--- src/include/swmc_pkg.sv ---
// Purpose: Constants and types for the serial watchdog and mode control.
// Assumes: 20 MHz system clock; 24-bit frames, command byte first.
// Notes: Field positions follow the mode-control word layout.

`default_nettype none

package swmc_pkg;

  // ==========================================================
  // Timing
  // ==========================================================
  localparam int CLK_FREQ_HZ = 20_000_000;
  localparam int MS_PER_S = 1000;
  localparam int MS_CYCLES = CLK_FREQ_HZ / MS_PER_S;

  localparam logic [12:0] WDT_MS_0 = 13'h0032;  // 50 ms
  localparam logic [12:0] WDT_MS_1 = 13'h0064;  // 100 ms
  localparam logic [12:0] WDT_MS_2 = 13'h01F4;  // 500 ms
  localparam logic [12:0] WDT_MS_3 = 13'h03E8;  // 1 s
  localparam logic [12:0] WDT_MS_4 = 13'h07D0;  // 2 s
  localparam logic [12:0] WDT_MS_5 = 13'h0BB8;  // 3 s
  localparam logic [12:0] WDT_MS_6 = 13'h0FA0;  // 4 s
  localparam logic [12:0] WDT_MS_7 = 13'h1388;  // 5 s

  // ==========================================================
  // Frame and commands
  // ==========================================================
  localparam logic [4:0] FRAME_BITS = 5'h18;
  localparam logic [4:0] BIT_CNT_MAX = 5'h1F;
  localparam logic [7:0] CMD_WR_FIRST = 8'h01;
  localparam logic [7:0] CMD_WR_CTRL = 8'h02;
  localparam logic [7:0] CMD_NOP = 8'h09;
  localparam logic [7:0] CMD_RD_CTRL = 8'h82;
  localparam logic [7:0] CMD_RD_FAULT = 8'h85;
  localparam logic [7:0] CMD_NONE = 8'h00;

  // ==========================================================
  // Mode-control word
  // ==========================================================
  localparam int TSEL_MSB = 15;
  localparam int TSEL_LSB = 13;
  localparam int WDT_EN_BIT = 12;
  localparam int AUTO_RB_DIS_BIT = 11;
  localparam int ALARM_DIS_BIT = 10;
  localparam int MIN_LOOP_BIT = 9;
  localparam int ADC_SEL_BIT = 8;
  localparam int ADC_EN_BIT = 7;
  localparam int REF_PD_BIT = 6;
  localparam int LOOP_ALERT_BIT = 5;
  localparam logic [15:0] MODE_WR_MASK = 16'hFFE0;
  localparam logic [15:0] MODE_RESET = 16'h7000;

  // Fault register
  localparam int FLT_SERIAL_BIT = 15;

  typedef enum logic {
    SWMC_IDLE = 1'b0,
    SWMC_SHIFT = 1'b1
  } swmc_state_t;

  function automatic logic [12:0] swmc_period_ms(input logic [2:0] sel);
    case (sel)
      3'h0: swmc_period_ms = WDT_MS_0;
      3'h1: swmc_period_ms = WDT_MS_1;
      3'h2: swmc_period_ms = WDT_MS_2;
      3'h3: swmc_period_ms = WDT_MS_3;
      3'h4: swmc_period_ms = WDT_MS_4;
      3'h5: swmc_period_ms = WDT_MS_5;
      3'h6: swmc_period_ms = WDT_MS_6;
      default: swmc_period_ms = WDT_MS_7;
    endcase
  endfunction

endpackage

`default_nettype wire

--- src/verilog/swmc_watchdog_ctrl.sv ---
// Purpose: Mode-control register with serial watchdog and fault readback.
// Assumes: Link pins are asynchronous and slow against the 20 MHz clock.
// Notes: Data is taken on falling serial clock; output shifts after it.
//
// Functional notes
// RQ1: A 16-bit mode-control word is written and read back over the link.
// RQ2: Word has timeout, enable, readback, alarm, ADC, ref, loop, reserved.
// RQ3: Codes 0-7 give 50, 100, 500 ms, 1, 2, 3, 4, 5 s; 1 s after reset.
// RQ4: Writes and no-operations restart the watchdog, one needed each period.
// RQ5: A readback bit decides if the fault word shifts out on each write.
// RQ6: The enable bit is set after reset; a cleared bit suppresses timeouts.
// RQ7: Readback bit 0 shifts the fault word out, bit 1 does not.
// RQ8: A timeout always sets the serial fault flag and the fault pin.
// RQ9: Alarm bit 0 forces alarm current on timeout; bit 1 does not.
// RQ10: Command 0x09 changes no register and ignores its data.

`timescale 1ns/100ps
`default_nettype none

module swmc_watchdog_ctrl #(
  parameter int MS_CYCLES = swmc_pkg::MS_CYCLES
) (
  input wire logic clk_sys_i,
  input wire logic sys_rst_i,
  input wire logic sync_n_i,
  input wire logic sclk_i,
  input wire logic sdin_i,
  output logic serial_data_out_o,
  output logic fault_o,
  output logic alarm_force_o,
  output logic [15:0] mode_control_o
);

  localparam int PRE_W = $clog2(MS_CYCLES + 1);
  localparam logic [PRE_W-1:0] PRE_LAST = PRE_W'(MS_CYCLES - 1);

  // ==========================================================
  // Pin synchronisers
  // ==========================================================
  logic sync_s1_q, sync_s2_q, sync_s3_q;
  logic sclk_s1_q, sclk_s2_q, sclk_s3_q;
  logic sdin_s1_q, sdin_s2_q;

  always_ff @(posedge clk_sys_i) begin
    if (sys_rst_i) begin
      sync_s1_q <= 1'b1;
      sync_s2_q <= 1'b1;
      sync_s3_q <= 1'b1;
      sclk_s1_q <= 1'b1;
      sclk_s2_q <= 1'b1;
      sclk_s3_q <= 1'b1;
      sdin_s1_q <= 1'b0;
      sdin_s2_q <= 1'b0;
    end else begin
      sync_s1_q <= sync_n_i;
      sync_s2_q <= sync_s1_q;
      sync_s3_q <= sync_s2_q;
      sclk_s1_q <= sclk_i;
      sclk_s2_q <= sclk_s1_q;
      sclk_s3_q <= sclk_s2_q;
      sdin_s1_q <= sdin_i;
      sdin_s2_q <= sdin_s1_q;
    end
  end

  logic frame_start, sync_rise, sclk_fall;
  assign frame_start = sync_s3_q & ~sync_s2_q;
  assign sync_rise = ~sync_s3_q & sync_s2_q;
  assign sclk_fall = sclk_s3_q & ~sclk_s2_q;

  // ==========================================================
  // Serial frame engine
  // ==========================================================
  swmc_pkg::swmc_state_t state_q, state_d;
  logic [4:0] bit_cnt_q, bit_cnt_d;
  logic [23:0] in_sr_q, in_sr_d;
  logic [23:0] out_sr_q, out_sr_d;
  logic [7:0] pend_q, pend_d;
  logic [15:0] mode_q, mode_d;
  logic fault_q, fault_d;
  logic fault_clr, frame_ok;
  logic [7:0] cmd;
  logic [15:0] fault_word;

  assign cmd = in_sr_q[23:16];
  assign fault_word = 16'(fault_q) << swmc_pkg::FLT_SERIAL_BIT;
  // Short or long frames are dropped whole, so a glitch never writes
  assign frame_ok = (state_q == swmc_pkg::SWMC_SHIFT) && sync_rise &&
                    (bit_cnt_q == swmc_pkg::FRAME_BITS);

  always_comb begin
    state_d = state_q;
    bit_cnt_d = bit_cnt_q;
    in_sr_d = in_sr_q;
    out_sr_d = out_sr_q;
    pend_d = pend_q;
    fault_clr = 1'b0;
    case (state_q)
      swmc_pkg::SWMC_IDLE: begin
        if (frame_start) begin
          state_d = swmc_pkg::SWMC_SHIFT;
          bit_cnt_d = 5'h00;
          pend_d = swmc_pkg::CMD_NONE;
          // A pending read answers first; else automatic fault readback
          if (pend_q == swmc_pkg::CMD_RD_CTRL) begin
            out_sr_d = {swmc_pkg::CMD_RD_CTRL, mode_q}; // RQ1
          end else if (pend_q == swmc_pkg::CMD_RD_FAULT) begin
            out_sr_d = {swmc_pkg::CMD_RD_FAULT, fault_word};
            fault_clr = 1'b1;
          end else if (!mode_q[swmc_pkg::AUTO_RB_DIS_BIT]) begin
            out_sr_d = {swmc_pkg::CMD_NONE, fault_word}; // RQ5
            fault_clr = 1'b1;
          end else begin
            out_sr_d = 24'h000000; // RQ7
          end
        end
      end
      swmc_pkg::SWMC_SHIFT: begin
        if (sync_s2_q) begin
          state_d = swmc_pkg::SWMC_IDLE;
          out_sr_d = 24'h000000;
          if (frame_ok && (cmd == swmc_pkg::CMD_RD_CTRL ||
                           cmd == swmc_pkg::CMD_RD_FAULT)) begin
            pend_d = cmd;
          end
        end else if (sclk_fall) begin
          in_sr_d = {in_sr_q[22:0], sdin_s2_q};
          out_sr_d = {out_sr_q[22:0], 1'b0};
          if (bit_cnt_q != swmc_pkg::BIT_CNT_MAX) begin
            bit_cnt_d = bit_cnt_q + 5'h01;
          end
        end
      end
      default: state_d = swmc_pkg::SWMC_IDLE;
    endcase
  end

  always_ff @(posedge clk_sys_i) begin
    if (sys_rst_i) begin
      state_q <= swmc_pkg::SWMC_IDLE;
      bit_cnt_q <= 5'h00;
      in_sr_q <= 24'h000000;
      out_sr_q <= 24'h000000;
      pend_q <= swmc_pkg::CMD_NONE;
    end else begin
      state_q <= state_d;
      bit_cnt_q <= bit_cnt_d;
      in_sr_q <= in_sr_d;
      out_sr_q <= out_sr_d;
      pend_q <= pend_d;
    end
  end

  // ==========================================================
  // Mode register and watchdog
  // ==========================================================
  logic [PRE_W-1:0] pre_cnt_q, pre_cnt_d;
  logic [12:0] ms_cnt_q, ms_cnt_d;
  logic [12:0] period_ms;
  logic alarm_q, alarm_d;
  logic restart, ms_tick, timeout, wdt_en;

  assign wdt_en = mode_q[swmc_pkg::WDT_EN_BIT];
  assign period_ms = swmc_pkg::swmc_period_ms(
      mode_q[swmc_pkg::TSEL_MSB:swmc_pkg::TSEL_LSB]);
  // Any write command or no-operation counts; reads do not feed the dog
  assign restart = frame_ok && (cmd >= swmc_pkg::CMD_WR_FIRST) &&
                   (cmd <= swmc_pkg::CMD_NOP); // RQ4 RQ10
  assign ms_tick = (pre_cnt_q == PRE_LAST);
  // A restart in the expiry cycle still counts as in time
  assign timeout = wdt_en && ms_tick && !restart &&
                   (ms_cnt_q == period_ms - 13'h0001); // RQ3

  always_comb begin
    mode_d = mode_q;
    pre_cnt_d = pre_cnt_q;
    ms_cnt_d = ms_cnt_q;
    if (frame_ok && cmd == swmc_pkg::CMD_WR_CTRL) begin
      mode_d = in_sr_q[15:0] & swmc_pkg::MODE_WR_MASK; // RQ2
    end
    if (restart || !wdt_en || timeout) begin
      pre_cnt_d = '0; // RQ6
      ms_cnt_d = 13'h0000;
    end else if (ms_tick) begin
      pre_cnt_d = '0;
      ms_cnt_d = ms_cnt_q + 13'h0001;
    end else begin
      pre_cnt_d = pre_cnt_q + PRE_W'(1);
    end
    // Set wins over the readback clear
    fault_d = timeout | (fault_q & ~fault_clr); // RQ8
    alarm_d = fault_d & ~mode_d[swmc_pkg::ALARM_DIS_BIT]; // RQ9
  end

  always_ff @(posedge clk_sys_i) begin
    if (sys_rst_i) begin
      mode_q <= swmc_pkg::MODE_RESET;
      pre_cnt_q <= '0;
      ms_cnt_q <= 13'h0000;
      fault_q <= 1'b0;
      alarm_q <= 1'b0;
    end else begin
      mode_q <= mode_d;
      pre_cnt_q <= pre_cnt_d;
      ms_cnt_q <= ms_cnt_d;
      fault_q <= fault_d;
      alarm_q <= alarm_d;
    end
  end

  assign serial_data_out_o = out_sr_q[23];
  assign fault_o = fault_q;
  assign alarm_force_o = alarm_q;
  assign mode_control_o = mode_q;

  // ==========================================================
  // Checks
  // ==========================================================
  mode_write_a: assert property ( // RQ1
    @(posedge clk_sys_i) disable iff (sys_rst_i)
    frame_ok && cmd == swmc_pkg::CMD_WR_CTRL |=>
      mode_q == ($past(in_sr_q[15:0]) & swmc_pkg::MODE_WR_MASK))
    else $error("mode word not written");

  reserved_zero_a: assert property ( // RQ2
    @(posedge clk_sys_i) disable iff (sys_rst_i)
    mode_q[4:0] == 5'h00)
    else $error("reserved mode bits set");

  reset_mode_a: assert property (@(posedge clk_sys_i) // RQ3
    sys_rst_i |=> mode_q == swmc_pkg::MODE_RESET)
    else $error("mode reset value wrong");

  wdt_restart_a: assert property ( // RQ4
    @(posedge clk_sys_i) disable iff (sys_rst_i)
    restart |=> ms_cnt_q == 13'h0000 && pre_cnt_q == '0 && !$rose(fault_q))
    else $error("watchdog not restarted");

  auto_readback_a: assert property ( // RQ5
    @(posedge clk_sys_i) disable iff (sys_rst_i)
    state_q == swmc_pkg::SWMC_IDLE && frame_start &&
    pend_q == swmc_pkg::CMD_NONE && !mode_q[swmc_pkg::AUTO_RB_DIS_BIT] |=>
      out_sr_q == {swmc_pkg::CMD_NONE, $past(fault_word)})
    else $error("fault word not loaded");

  wdt_off_a: assert property ( // RQ6
    @(posedge clk_sys_i) disable iff (sys_rst_i)
    !wdt_en |=> !fault_q || $past(fault_q))
    else $error("timeout while disabled");

  no_readback_a: assert property ( // RQ7
    @(posedge clk_sys_i) disable iff (sys_rst_i)
    state_q == swmc_pkg::SWMC_IDLE && frame_start &&
    pend_q == swmc_pkg::CMD_NONE && mode_q[swmc_pkg::AUTO_RB_DIS_BIT] |=>
      out_sr_q == 24'h000000 && !$fell(fault_q))
    else $error("fault word shifted while disabled");

  fault_set_a: assert property ( // RQ8
    @(posedge clk_sys_i) disable iff (sys_rst_i)
    timeout |=> fault_o && ms_cnt_q == 13'h0000)
    else $error("timeout did not flag fault");

  alarm_sel_a: assert property ( // RQ9
    @(posedge clk_sys_i) disable iff (sys_rst_i)
    alarm_force_o == (fault_q && !mode_q[swmc_pkg::ALARM_DIS_BIT]))
    else $error("alarm force mismatch");

  nop_keep_a: assert property ( // RQ10
    @(posedge clk_sys_i) disable iff (sys_rst_i)
    frame_ok && cmd == swmc_pkg::CMD_NOP |-> restart ##1 $stable(mode_q))
    else $error("no-operation changed mode");

endmodule // swmc_watchdog_ctrl

`default_nettype wire

--- config.mk ---
export PLATFORM = sky130hd
export DESIGN_NAME = swmc_watchdog_ctrl
export DESIGN_NICKNAME = d
export VERILOG_FILES = /design/src/include/swmc_pkg.sv /design/src/verilog/swmc_watchdog_ctrl.sv
export SDC_FILE = /design/constraint.sdc
export NUM_CORES = 1
export LEC_CHECK = 0
export ABC_AREA = 1
export BUFFER_PORTS_ARGS = -buffer_cell sky130_fd_sc_hd__buf_4
export CELL_PAD_IN_SITES_DETAIL_PLACEMENT = 0
export CELL_PAD_IN_SITES_GLOBAL_PLACEMENT = 1
export CORE_ASPECT_RATIO = 1.75
export CORE_MARGIN = 4
export CORE_UTILIZATION = 38
export CTS_CLUSTER_SIZE = 10
export DETAILED_ROUTE_END_ITERATION = 12
export HOLD_SLACK_MARGIN = 0.15
export PLACE_DENSITY = 0.69
export SYNTH_ARGS = -nofsm -noshare
export SYNTH_HDL_FRONTEND = slang
export SYNTH_SLANG_ARGS = --single-unit
--- constraint.sdc ---
create_clock -name clk_sys_i -period 4.8 [get_ports clk_sys_i]
set_input_delay 0.48 -clock clk_sys_i [delete_from_list [all_inputs] [get_ports clk_sys_i]]
set_output_delay 0.48 -clock clk_sys_i [all_outputs]
set_load 0.1 [all_outputs]
==> results of run 1 <==
-- kinds of logic (layout without fill, tap and decap cells) --
logic type | count (synthesis) | in the layout | share of synthesized area (%)
buf+inv | 105 | 110 | 9.37
compound gates | 133 | 133 | 14.5
flops | 106 | 106 | 44.4
fa+ha+maj | 6 | 6 | 1.57
other cells | 1 | 5 | 0.0784
simple gates | 292 | 292 | 26.6
xor+xnor | 19 | 19 | 3.48
-- per-stage QoR --
stage                     utilization [%]  instance area, um2  power, mW
after floorplan                         -                4800      0.994
after global placement               40.1                4990       1.00
after detailed placement             40.1                4990       1.01
after CTS                            42.5                5290       1.74
after global routing                 42.5                5290       1.78
final                                42.5                5290       1.71
-- worst register-to-register path, cell delays in order (launching register included) --
cell and delay, ns:
dfxtp_1 0.63, inv_2 0.14, nand2_1 0.13, nand3_1 0.11
ha_1 0.31, or2_2 0.27, nand2_1 0.07, nor2_1 0.04
nand3_1 0.07, nor2_1 0.05, nand3_2 0.11, nand3_2 0.28
nor2_1 0.18
-- registers in the layout, summed over array words and instances, names as in the netlist, 5 cells and up --
signal and cells:
pend_q 8, ms_cnt_q 13, pre_cnt_q 15, in_sr_q 24
out_sr_q 19, mode_control_o 11, bit_cnt_q 5
-- final cells by class --
type	instances	area, um2
clock buffers	9	225
clock inverters	7	72.6
fillers	1356	7140
inverters	73	274
multi-input cells	455	2230
flip-flops and latches	106	2120
well taps	168	210
repair buffers	21	158
-- cell usage after synthesis, drive strengths merged --
library cell	count	area (um2)
nand2	119	454
dfxtp	106	2120
nor2	95	372
inv	73	274
a21oi	67	335
o21ai	57	285
nand3	42	220
buf	22	136
xor2	15	131
nor3	13	65.1
clkbuf	10	37.5
nand4	10	62.6
ha	6	75.1
nor4	5	46.3
or2	5	31.3
xnor2	4	35.0
nand3b	3	22.5
o211ai	3	22.5
a31oi	2	12.5
a211oi	1	7.51
a21boi	1	7.51
a22oi	1	12.5
a41oi	1	8.76
conb	1	3.75
-- per-layer routing --
metal / up-vias / global-route usage [%]
met5: - / 0
met4: 0 / 7.06
met3: 23 / 2.31
met2: 61 / 29.4
met1: 1876 / 18.1
li1: 2150 / -
-- worst max path at each step --
| stage | start | end | slack (ns) | cells after the start |
|---|---|---|---|---|
| floorplan | mode_control_o[13] | pre_cnt_q[10] | 2.08 | 14 |
| global placement | mode_control_o[14] | pre_cnt_q[0] | 2.36 | 12 |
| detailed placement | mode_control_o[14] | pre_cnt_q[9] | 2.33 | 12 |
| CTS | mode_control_o[14] | pre_cnt_q[8] | 2.30 | 12 |
| global route | mode_control_o[14] | pre_cnt_q[4] | 2.10 | 12 |
| finish | mode_control_o[14] | pre_cnt_q[8] | 2.34 | 12 |
-- power by group --
group,total (mW),switching (mW),leakage (nW),internal (mW)
sequential,0.906,0.0101,0.859,0.896
clock,0.723,0.356,0.146,0.367
combinational,0.0791,0.0594,1.07,0.0197
==> impl_metrics.ini, run 1 <==
[timing]
setup_slack_ns = 2.34
max-slew-margin-rel_pct = 44.0
tightest_slew_ns = 0.840
rsz0062_at_grt = no
setup_tns_ns = 0
max_freq_ghz = 0.406
finalSetupViolations = 0
fin_skew_ns = 0.00914
hold_viol = 0
holdWs_ns = 0.316
fin_crit_ns = 2.46
drv_slew = 0
fin_crit_sh_pct = 51.3

[run_status]
status = finished, final reports clean

[power_and_ir_drop]
vdd.ir_drop.worst_mv = 0.161
p_per_area_nw_per_um2 = 323
leakagePower_nw = 2.07

[worst_setup_path]
timing.critical_path.buf_inv = 1
path_max_fanout = 15
crit_slowest_cell = dfxtp_1
cpMostUsedCell = nor2_1
end_kind = register
path_class = register to register
timing.rr.end = pre_cnt_q[8]
cpPeakStageDelay_ns = 0.63
crit_chain = inv_2 > nand2_1 > nand3_1 > ha_1 > or2_2 > nand2_1 > nor2_1 > nand3_1 > nor2_1 > nand3_2 > nand3_2 > nor2_1
timing.rr.start = mode_control_o[14]
worstPathRequired_ns = 5.07
reg2reg_depth = 12
crit_family = simple AND/OR/NAND/NOR gates
cp-start-kind = register
reg2reg_slack_ns = 2.34
cp.arrival_ns = 2.73

[cells_and_area]
fin_nets = 677
num_antenna_cells = 0
synthToLayoutAreaGrowth_pct = 10.6
fin_cells = 839
drive_above_1_share_pct = 8.94
final_common_cell = nand2_1
layout_common_cells = 116 x nand2_1, 106 x dfxtp_1, 91 x nor2_1, 67 x a21oi_1, 66 x inv_1

[routing]
first_iter_violations = 202
drc = 0
dr_wl_met3_um = 242
viasPerCell = 4.90
drtAntennaViolNets = 0
num_vias = 4110
wl_met1_mm = 4.62
wl_met2_mm = 5.85
wl_per_cell_um = 13.1
top_layer = met4
wl_mm = 11.0
firstDrtPassIters = 4

[placed_design]
port_buffers = 18
pre_cts_slack_ns = 2.33
gp_congestion = 0.843
hpwlAfterDp_mm = 8.07
dp_cells = 823

[hold_path]
hold-path-cell-count = 2
holdCritStartpoint = sclk_i
min_path_type = input pin to register
holdPathEnd = sclk_s1_q

[clock_tree]
cts_sinks = 106
ctsHoldBuffers = 0
cts_made_buffers = 9
cts_resized = 0
path_clk_slew_ns = 0.08
htreeDepth = 3
cts-root-buf = clkbuf_16
tritoncts = done
insertion_delay_ns = 0.34
clk_path_buf_depth = 2
post_cts_buffers = 0

[logic_synthesis]
syn_area_per_cell_um2 = 7.22
netlist_area_um2 = 4780
seq_area_frac_synth_pct = 44.4
ys_ff_latch = 106
ys_warn_count = 0
postSynthCellCount = 662
synth_cell_type_count = 34

[grt]
grtUsageTotal_pct = 16.0
grt_pass1_wl_mm = 18.8
grt_pass1_vias = 4025
antenna_found_initial = 0
grt_max_degree = 46
overflow = 0

[floorplan]
rows = 54
initial_core_util_pct = 38.5
ios = 24
core-area_um2 = 12400
die_y_um = 156
die-area_um2 = 14500
die_x_um = 92.8

[run]
max_cap_violations = 0
No activity file was read; power rests on OpenSTA's default activity.
==> inputs of run 2 (changes only) <==
ABC_AREA = 0   (was 1)
clock period = 2.1 ns   (was 4.8 ns; I/O delays follow)
==> run 2 against run 1 <==
Net effect:
- clock-buffer cell count increased by 1
- final cell count fell by 16%
- core utilization grew 3.2 points
- non-clock buffer count up 25
- via count shrank 10%
- global-route usage is 1.3 points lower
- worst setup slack lost 2.4 ns
- critical path type unchanged
- the run now ends with setup timing left
- highest routed layer unchanged
- area after synthesis is 4.0% lower
==> impl_metrics.ini, run 2 <==
[timing]
finalSetupViolations = 13
holdWs_ns = 0.370
rsz0062_at_grt = yes
fin_skew_ns = 0.00997
setup_slack_ns = -0.0694
max-slew-margin-rel_pct = 51.3
drv_slew = 0
fin_crit_sh_pct = 103
fin_crit_ns = 2.17
hold_viol = 0
tightest_slew_ns = 0.731
max_freq_ghz = 0.461

[placed_design]
port_buffers = 18
gp_congestion = 0.819
hpwlAfterDp_mm = 6.99
placedInstanceArea_um2 = 4930

[logic_synthesis]
postSynthCellCount = 537
synth-edff-count = 0
ys_warn_count = 0
yosysMostFrequentCell = dfxtp_1
yosys.area.top_type = dfxtp_1
ys_async_sr_fraction_pct = 0
ys_ff_latch = 106
synth_cell_type_count = 55
synthTopCellsByCount = 106 x dfxtp_1, 70 x nor2_1, 69 x nand2_1, 40 x a21oi_1, 24 x nand3_1
netlist_area_um2 = 4590
netlist_top_cells_area = dfxtp_1 46%, nor2_1 5.7%, nand2_1 5.6%, a21oi_1 4.4%, xor2_1 3.6%
syn_area_per_cell_um2 = 8.55
synth_top_area_share_pct = 46.2
ys.flop_type = dfxtp_1
seq_area_frac_synth_pct = 46.2

[cells_and_area]
layout_common_cells = 103 x dfxtp_1, 69 x nand2_1, 69 x nor2_1, 42 x buf_4, 39 x a21oi_1
fin_area_um2 = 5360
num_antenna_cells = 0
post-route-util_pct = 45.8
drive_above_1_share_pct = 15.4
synthToLayoutAreaGrowth_pct = 16.8
reg_top3 = in_sr_q: 24 flops, out_sr_q: 19 flops, pre_cnt_q: 15 flops
final_common_cell = dfxtp_1
register_area_um2 = 2130
num-fill-cells = 1148
fin_nets = 572
multi_input_area_um2 = 2320
regMostFlops = in_sr_q
largest_register_ffs = 24

[routing]
viasPerCell = 5.27
first_iter_violations = 120
firstDrtPassIters = 4
num_vias = 3697
wl_per_cell_um = 14.8
drtAntennaViolNets = 0
wl_mm = 10.4
drc = 0

[floorplan]
die_y_um = 153
die_x_um = 91.1
ios = 24
rows = 52
initial_core_util_pct = 39.2
die-area_um2 = 14000
core-area_um2 = 11700

[power_and_ir_drop]
netSwitchingFraction_pct = 22.3
p_total_mw = 4.08
pwr-share-clk_pct = 45.0
leakagePower_nw = 1.99
p_seq_share_pct = 50.3
p_comb_share_pct = 4.6
p_int_mw = 3.18
p_switching_mw = 0.909
vdd.ir_drop.worst_mv = 0.487
p_per_area_nw_per_um2 = 762

[worst_setup_path]
cp.arrival_ns = 2.41
worstPathRequired_ns = 2.34
cp-start-kind = register
path_class = register to register
end_kind = register
path_max_fanout = 6

[run_status]
violations = setup timing
status = complete, but fails checks

[grt]
grt_pass1_vias = 3477
overflow = 0
grt_pass1_wl_mm = 16.7
grt_max_degree = 72
grtUsageTotal_pct = 14.7
antenna_found_initial = 0

[clock_tree]
clk_path_buf_depth = 2
htreeDepth = 3
cts_made_buffers = 9
cts-root-buf = clkbuf_16
path_clk_slew_ns = 0.07
cts_sinks = 106
tritoncts = done
insertion_delay_ns = 0.34

[run]
max_cap_violations = 0

[hold_path]
min_path_type = input pin to register
-- run 2: cell count changes in the layout (fill, tap and decap cells not counted), sizes merged, moves of 22 or more --
cell and delta:
a21oi -26, nand2 -50, nor2 -24, inv -64, o21ai -50, buf +22
-- run 2: timing repair --
| action | in CTS | in global routing |
|---|---|---|
| hold endpoints to repair | 3 | 0 |
| buffers inserted | 0 | 1 |
| gates resized for setup | 1 | 9 |
| setup endpoints to repair | 12 | 24 |
| hold buffers | 3 | 0 |
| pin swaps | 0 | 11 |
| cloned | 0 | 1 |
-- run 2: cell type report --
| type | count | share of cell area [%] |
|---|---|---|
| Clock buffer | 10 | 4.46 |
| Clock inverter | 6 | 1.66 |
| Multi-Input combinational cell | 387 | 43.3 |
| Sequential cell | 106 | 39.8 |
| Timing Repair Buffer | 46 | 6.82 |
| Inverter | 11 | 0.770 |
| Tap cell | 135 | 3.15 |
-- run 2: logic make-up (layout without fill, tap and decap cells) --
logic type	count (synthesis)	count (layout)	share of synthesized area [%]
other	1	5	0.0817
adder cells (fa/ha/maj)	6	6	1.64
XOR/XNOR	33	33	6.30
flip-flops	106	106	46.2
buffers and inverters	49	73	5.15
AND/OR/NAND/NOR	249	249	26.7
AO/OA/AOI/OAI	81	82	11.3
multiplexers	12	12	2.62
-- run 2: power groups by stage --
stage	Combinational [mW]	Sequential (mW)	Clock, mW
6_report	0.190	2.05	1.84
3_5_place_dp	0.184	2.10	0
2_1_floorplan	0.143	2.11	0
3_3_place_gp	0.182	2.10	0
4_1_cts	0.190	2.05	1.89
5_1_grt	0.208	2.06	1.96
-- run 2: per-layer routing --
metal	routed length, um	vias to the layer above	track usage [%]
met4	222	0	6.47
met1	4390	1759	16.3
met5	0	-	0
met2	5530	43	27.0
li1	-	1881	-
met3	209	14	2.51
-- run 2: worst max-delay path, stage by stage (launching register included) --
cell	delay [ns]
dfxtp_4	0.36
or3_4	0.37
ha_4	0.17
nor3b_1	0.13
o21ai_1	0.17
nand3_1	0.15
a221oi_4	0.39
a31o_4	0.27
nor2_1	0.05
-- run 2: through the flow --
stage | worst slack, ns | setup TNS [ns] | instances
6_report | -0.0694 | -0.719 | 701
5_1_grt | -0.154 | -1.89 | 701
4_1_cts | -0.0384 | -0.417 | 699
3_5_place_dp | -0.117 | -1.26 | 680
3_3_place_gp | -0.0555 | -0.599 | 680
2_1_floorplan | -0.297 | -3.52 | 541
-- run 2: path summary, 6_finish.rpt --
path,to,start,slack (ns),depth (start not counted)
hold reg to reg,sclk_s2_q,sclk_s1_q,0.41,1
hold / removal,pre_cnt_q[1],sys_rst_i,0.37,4
setup reg to reg,ms_cnt_q[11],mode_control_o[14],-0.07,8
setup / recovery,ms_cnt_q[11],mode_control_o[14],-0.07,8
==> inputs of run 3 (changes only) <==
==> constraint.sdc (replaced) <==
create_clock -name clk_sys_i -period 2.1 [get_ports clk_sys_i]
set_input_delay 0.315 -clock clk_sys_i [delete_from_list [all_inputs] [get_ports clk_sys_i]]
set_output_delay 0.315 -clock clk_sys_i [all_outputs]
set_load 0.1 [all_outputs]
==> run 3 against run 2 <==
Net effect:
- the run still ends with setup timing left
- worst hold slack got worse by 0.19 ns
- clock skew fell by 0.0018 ns
- core utilization fell by 0.58 points
- non-clock buffer count is 2 higher
- critical path depth increased by 2
- sequential cell count did not move
- combinational power decreased by 4%
- largest power group unchanged
==> impl_metrics.ini, run 3 (synthesis results as in run 2) <==
[routing]
firstDrtPassIters = 5
wl_per_cell_um = 14.2
viasPerCell = 5.26
wl_mm = 9.97
drc = 0
drtAntennaViolNets = 0
first_iter_violations = 136
num_vias = 3694

[floorplan]
core-area_um2 = 11700
die-area_um2 = 14000
initial_core_util_pct = 39.2
die_y_um = 153
die_x_um = 91.1
ios = 24
rows = 52

[cells_and_area]
num-fill-cells = 1175
drive_above_1_share_pct = 15.5
regMostFlops = in_sr_q
largest_register_ffs = 24
fin_nets = 573
layout_common_cells = 103 x dfxtp_1, 70 x nor2_1, 69 x nand2_1, 46 x buf_4, 40 x a21oi_1
post-route-util_pct = 45.2
num_antenna_cells = 0
reg_top3 = in_sr_q: 24 flops, out_sr_q: 19 flops, pre_cnt_q: 15 flops
synthToLayoutAreaGrowth_pct = 15.3
final_common_cell = dfxtp_1

[grt]
overflow = 0
antenna_found_initial = 0
grt_pass1_wl_mm = 16.8
grt_max_degree = 57
grt_pass1_vias = 3520
grtUsageTotal_pct = 14.8

[clock_tree]
clk_path_buf_depth = 2
cts_made_buffers = 9
cts_sinks = 106
tritoncts = done
htreeDepth = 3
insertion_delay_ns = 0.35
path_clk_slew_ns = 0.07
cts-root-buf = clkbuf_16

[timing]
holdWs_ns = 0.184
max_freq_ghz = 0.462
fin_crit_ns = 2.16
hold_viol = 0
setup_slack_ns = -0.0629
tightest_slew_ns = 0.695
finalSetupViolations = 13
drv_slew = 0
max-slew-margin-rel_pct = 53.7
fin_crit_sh_pct = 103
fin_skew_ns = 0.00820
setup_tns_ns = -0.730
rsz0062_at_grt = yes

[placed_design]
gp_congestion = 0.847
port_buffers = 18
pre_cts_slack_ns = -0.121
hpwlAfterDp_mm = 6.94

[run_status]
status = complete, but fails checks
violations = setup timing

[worst_setup_path]
worstPathRequired_ns = 2.34
critPathLaunch = mode_control_o[13]
timing.rr.start = mode_control_o[13]
cp-start-kind = register
cp.arrival_ns = 2.40
path_max_fanout = 12
end_kind = register
path_class = register to register

[power_and_ir_drop]
leakagePower_nw = 1.97
vdd.ir_drop.worst_mv = 0.409
p_per_area_nw_per_um2 = 731
p_total_mw = 3.87

[run]
max_cap_violations = 0

[hold_path]
holdCritStartpoint = sdin_i
min_path_type = input pin to register
[run 3: stage by stage]
stage | std cells | area [um2]
floorplan | 541 | 4640
global placement | 681 | 4930
detailed placement | 681 | 4930
CTS | 700 | 5260
global route | 702 | 5290
finish | 702 | 5290
[run 3: report_power, final]
| part | total (mW) | internal, mW | switching [mW] |
|---|---|---|---|
| Combinational | 0.183 | 0.0555 | 0.127 |
| Clock | 1.63 | 0.826 | 0.804 |
| Sequential | 2.06 | 2.04 | 0.0199 |
| Total | 3.87 | 2.92 | 0.951 |
[run 3: repair_timing]
item / 4_1_cts / 5_1_grt
hold buffers: 2 / 0
endpoints found under the hold margin: 2 / 0
setup endpoints to repair: 13 / 16
buffers inserted: 1 / 2
pin swaps: 1 / 1
resized for setup: 3 / 3
[run 3: layer usage]
layer / vias up / GRT usage (%) / share of wire [%]
met1: 1754 / 16.7 / 42
met2: 53 / 26.2 / 53
met4: 0 / 5.68 / 2.2
li1: 1871 / - / -
met5: - / 0 / 0
met3: 16 / 3.74 / 2.8
[run 3: cell type report]
cell class	count	area, um2	area share (%)
Clock buffer	9	225	4.26
Clock inverter	7	62.6	1.18
Tap cell	135	169	3.19
Inverter	11	41.3	0.780
Multi-Input combinational cell	386	2300	43.4
Sequential cell	106	2130	40.3
Timing Repair Buffer	48	365	6.90
[run 3: worst max-delay path, stage by stage (launching register included)]
cell	delay, ns
dfxtp_4	0.36
xor2_1	0.15
nand2b_1	0.07
ha_2	0.20
nor3b_4	0.21
o21ai_2	0.08
buf_4	0.14
a21o_1	0.20
a221oi_4	0.32
a31o_4	0.28
nor2_1	0.06
[run 3: worst paths after layout]
path	endpoint	cells after the start	slack (ns)
max	ms_cnt_q[11]	10	-0.06
min reg2reg	sync_s2_q	1	0.41
min	sdin_s1_q	2	0.18
max reg2reg	ms_cnt_q[11]	10	-0.06
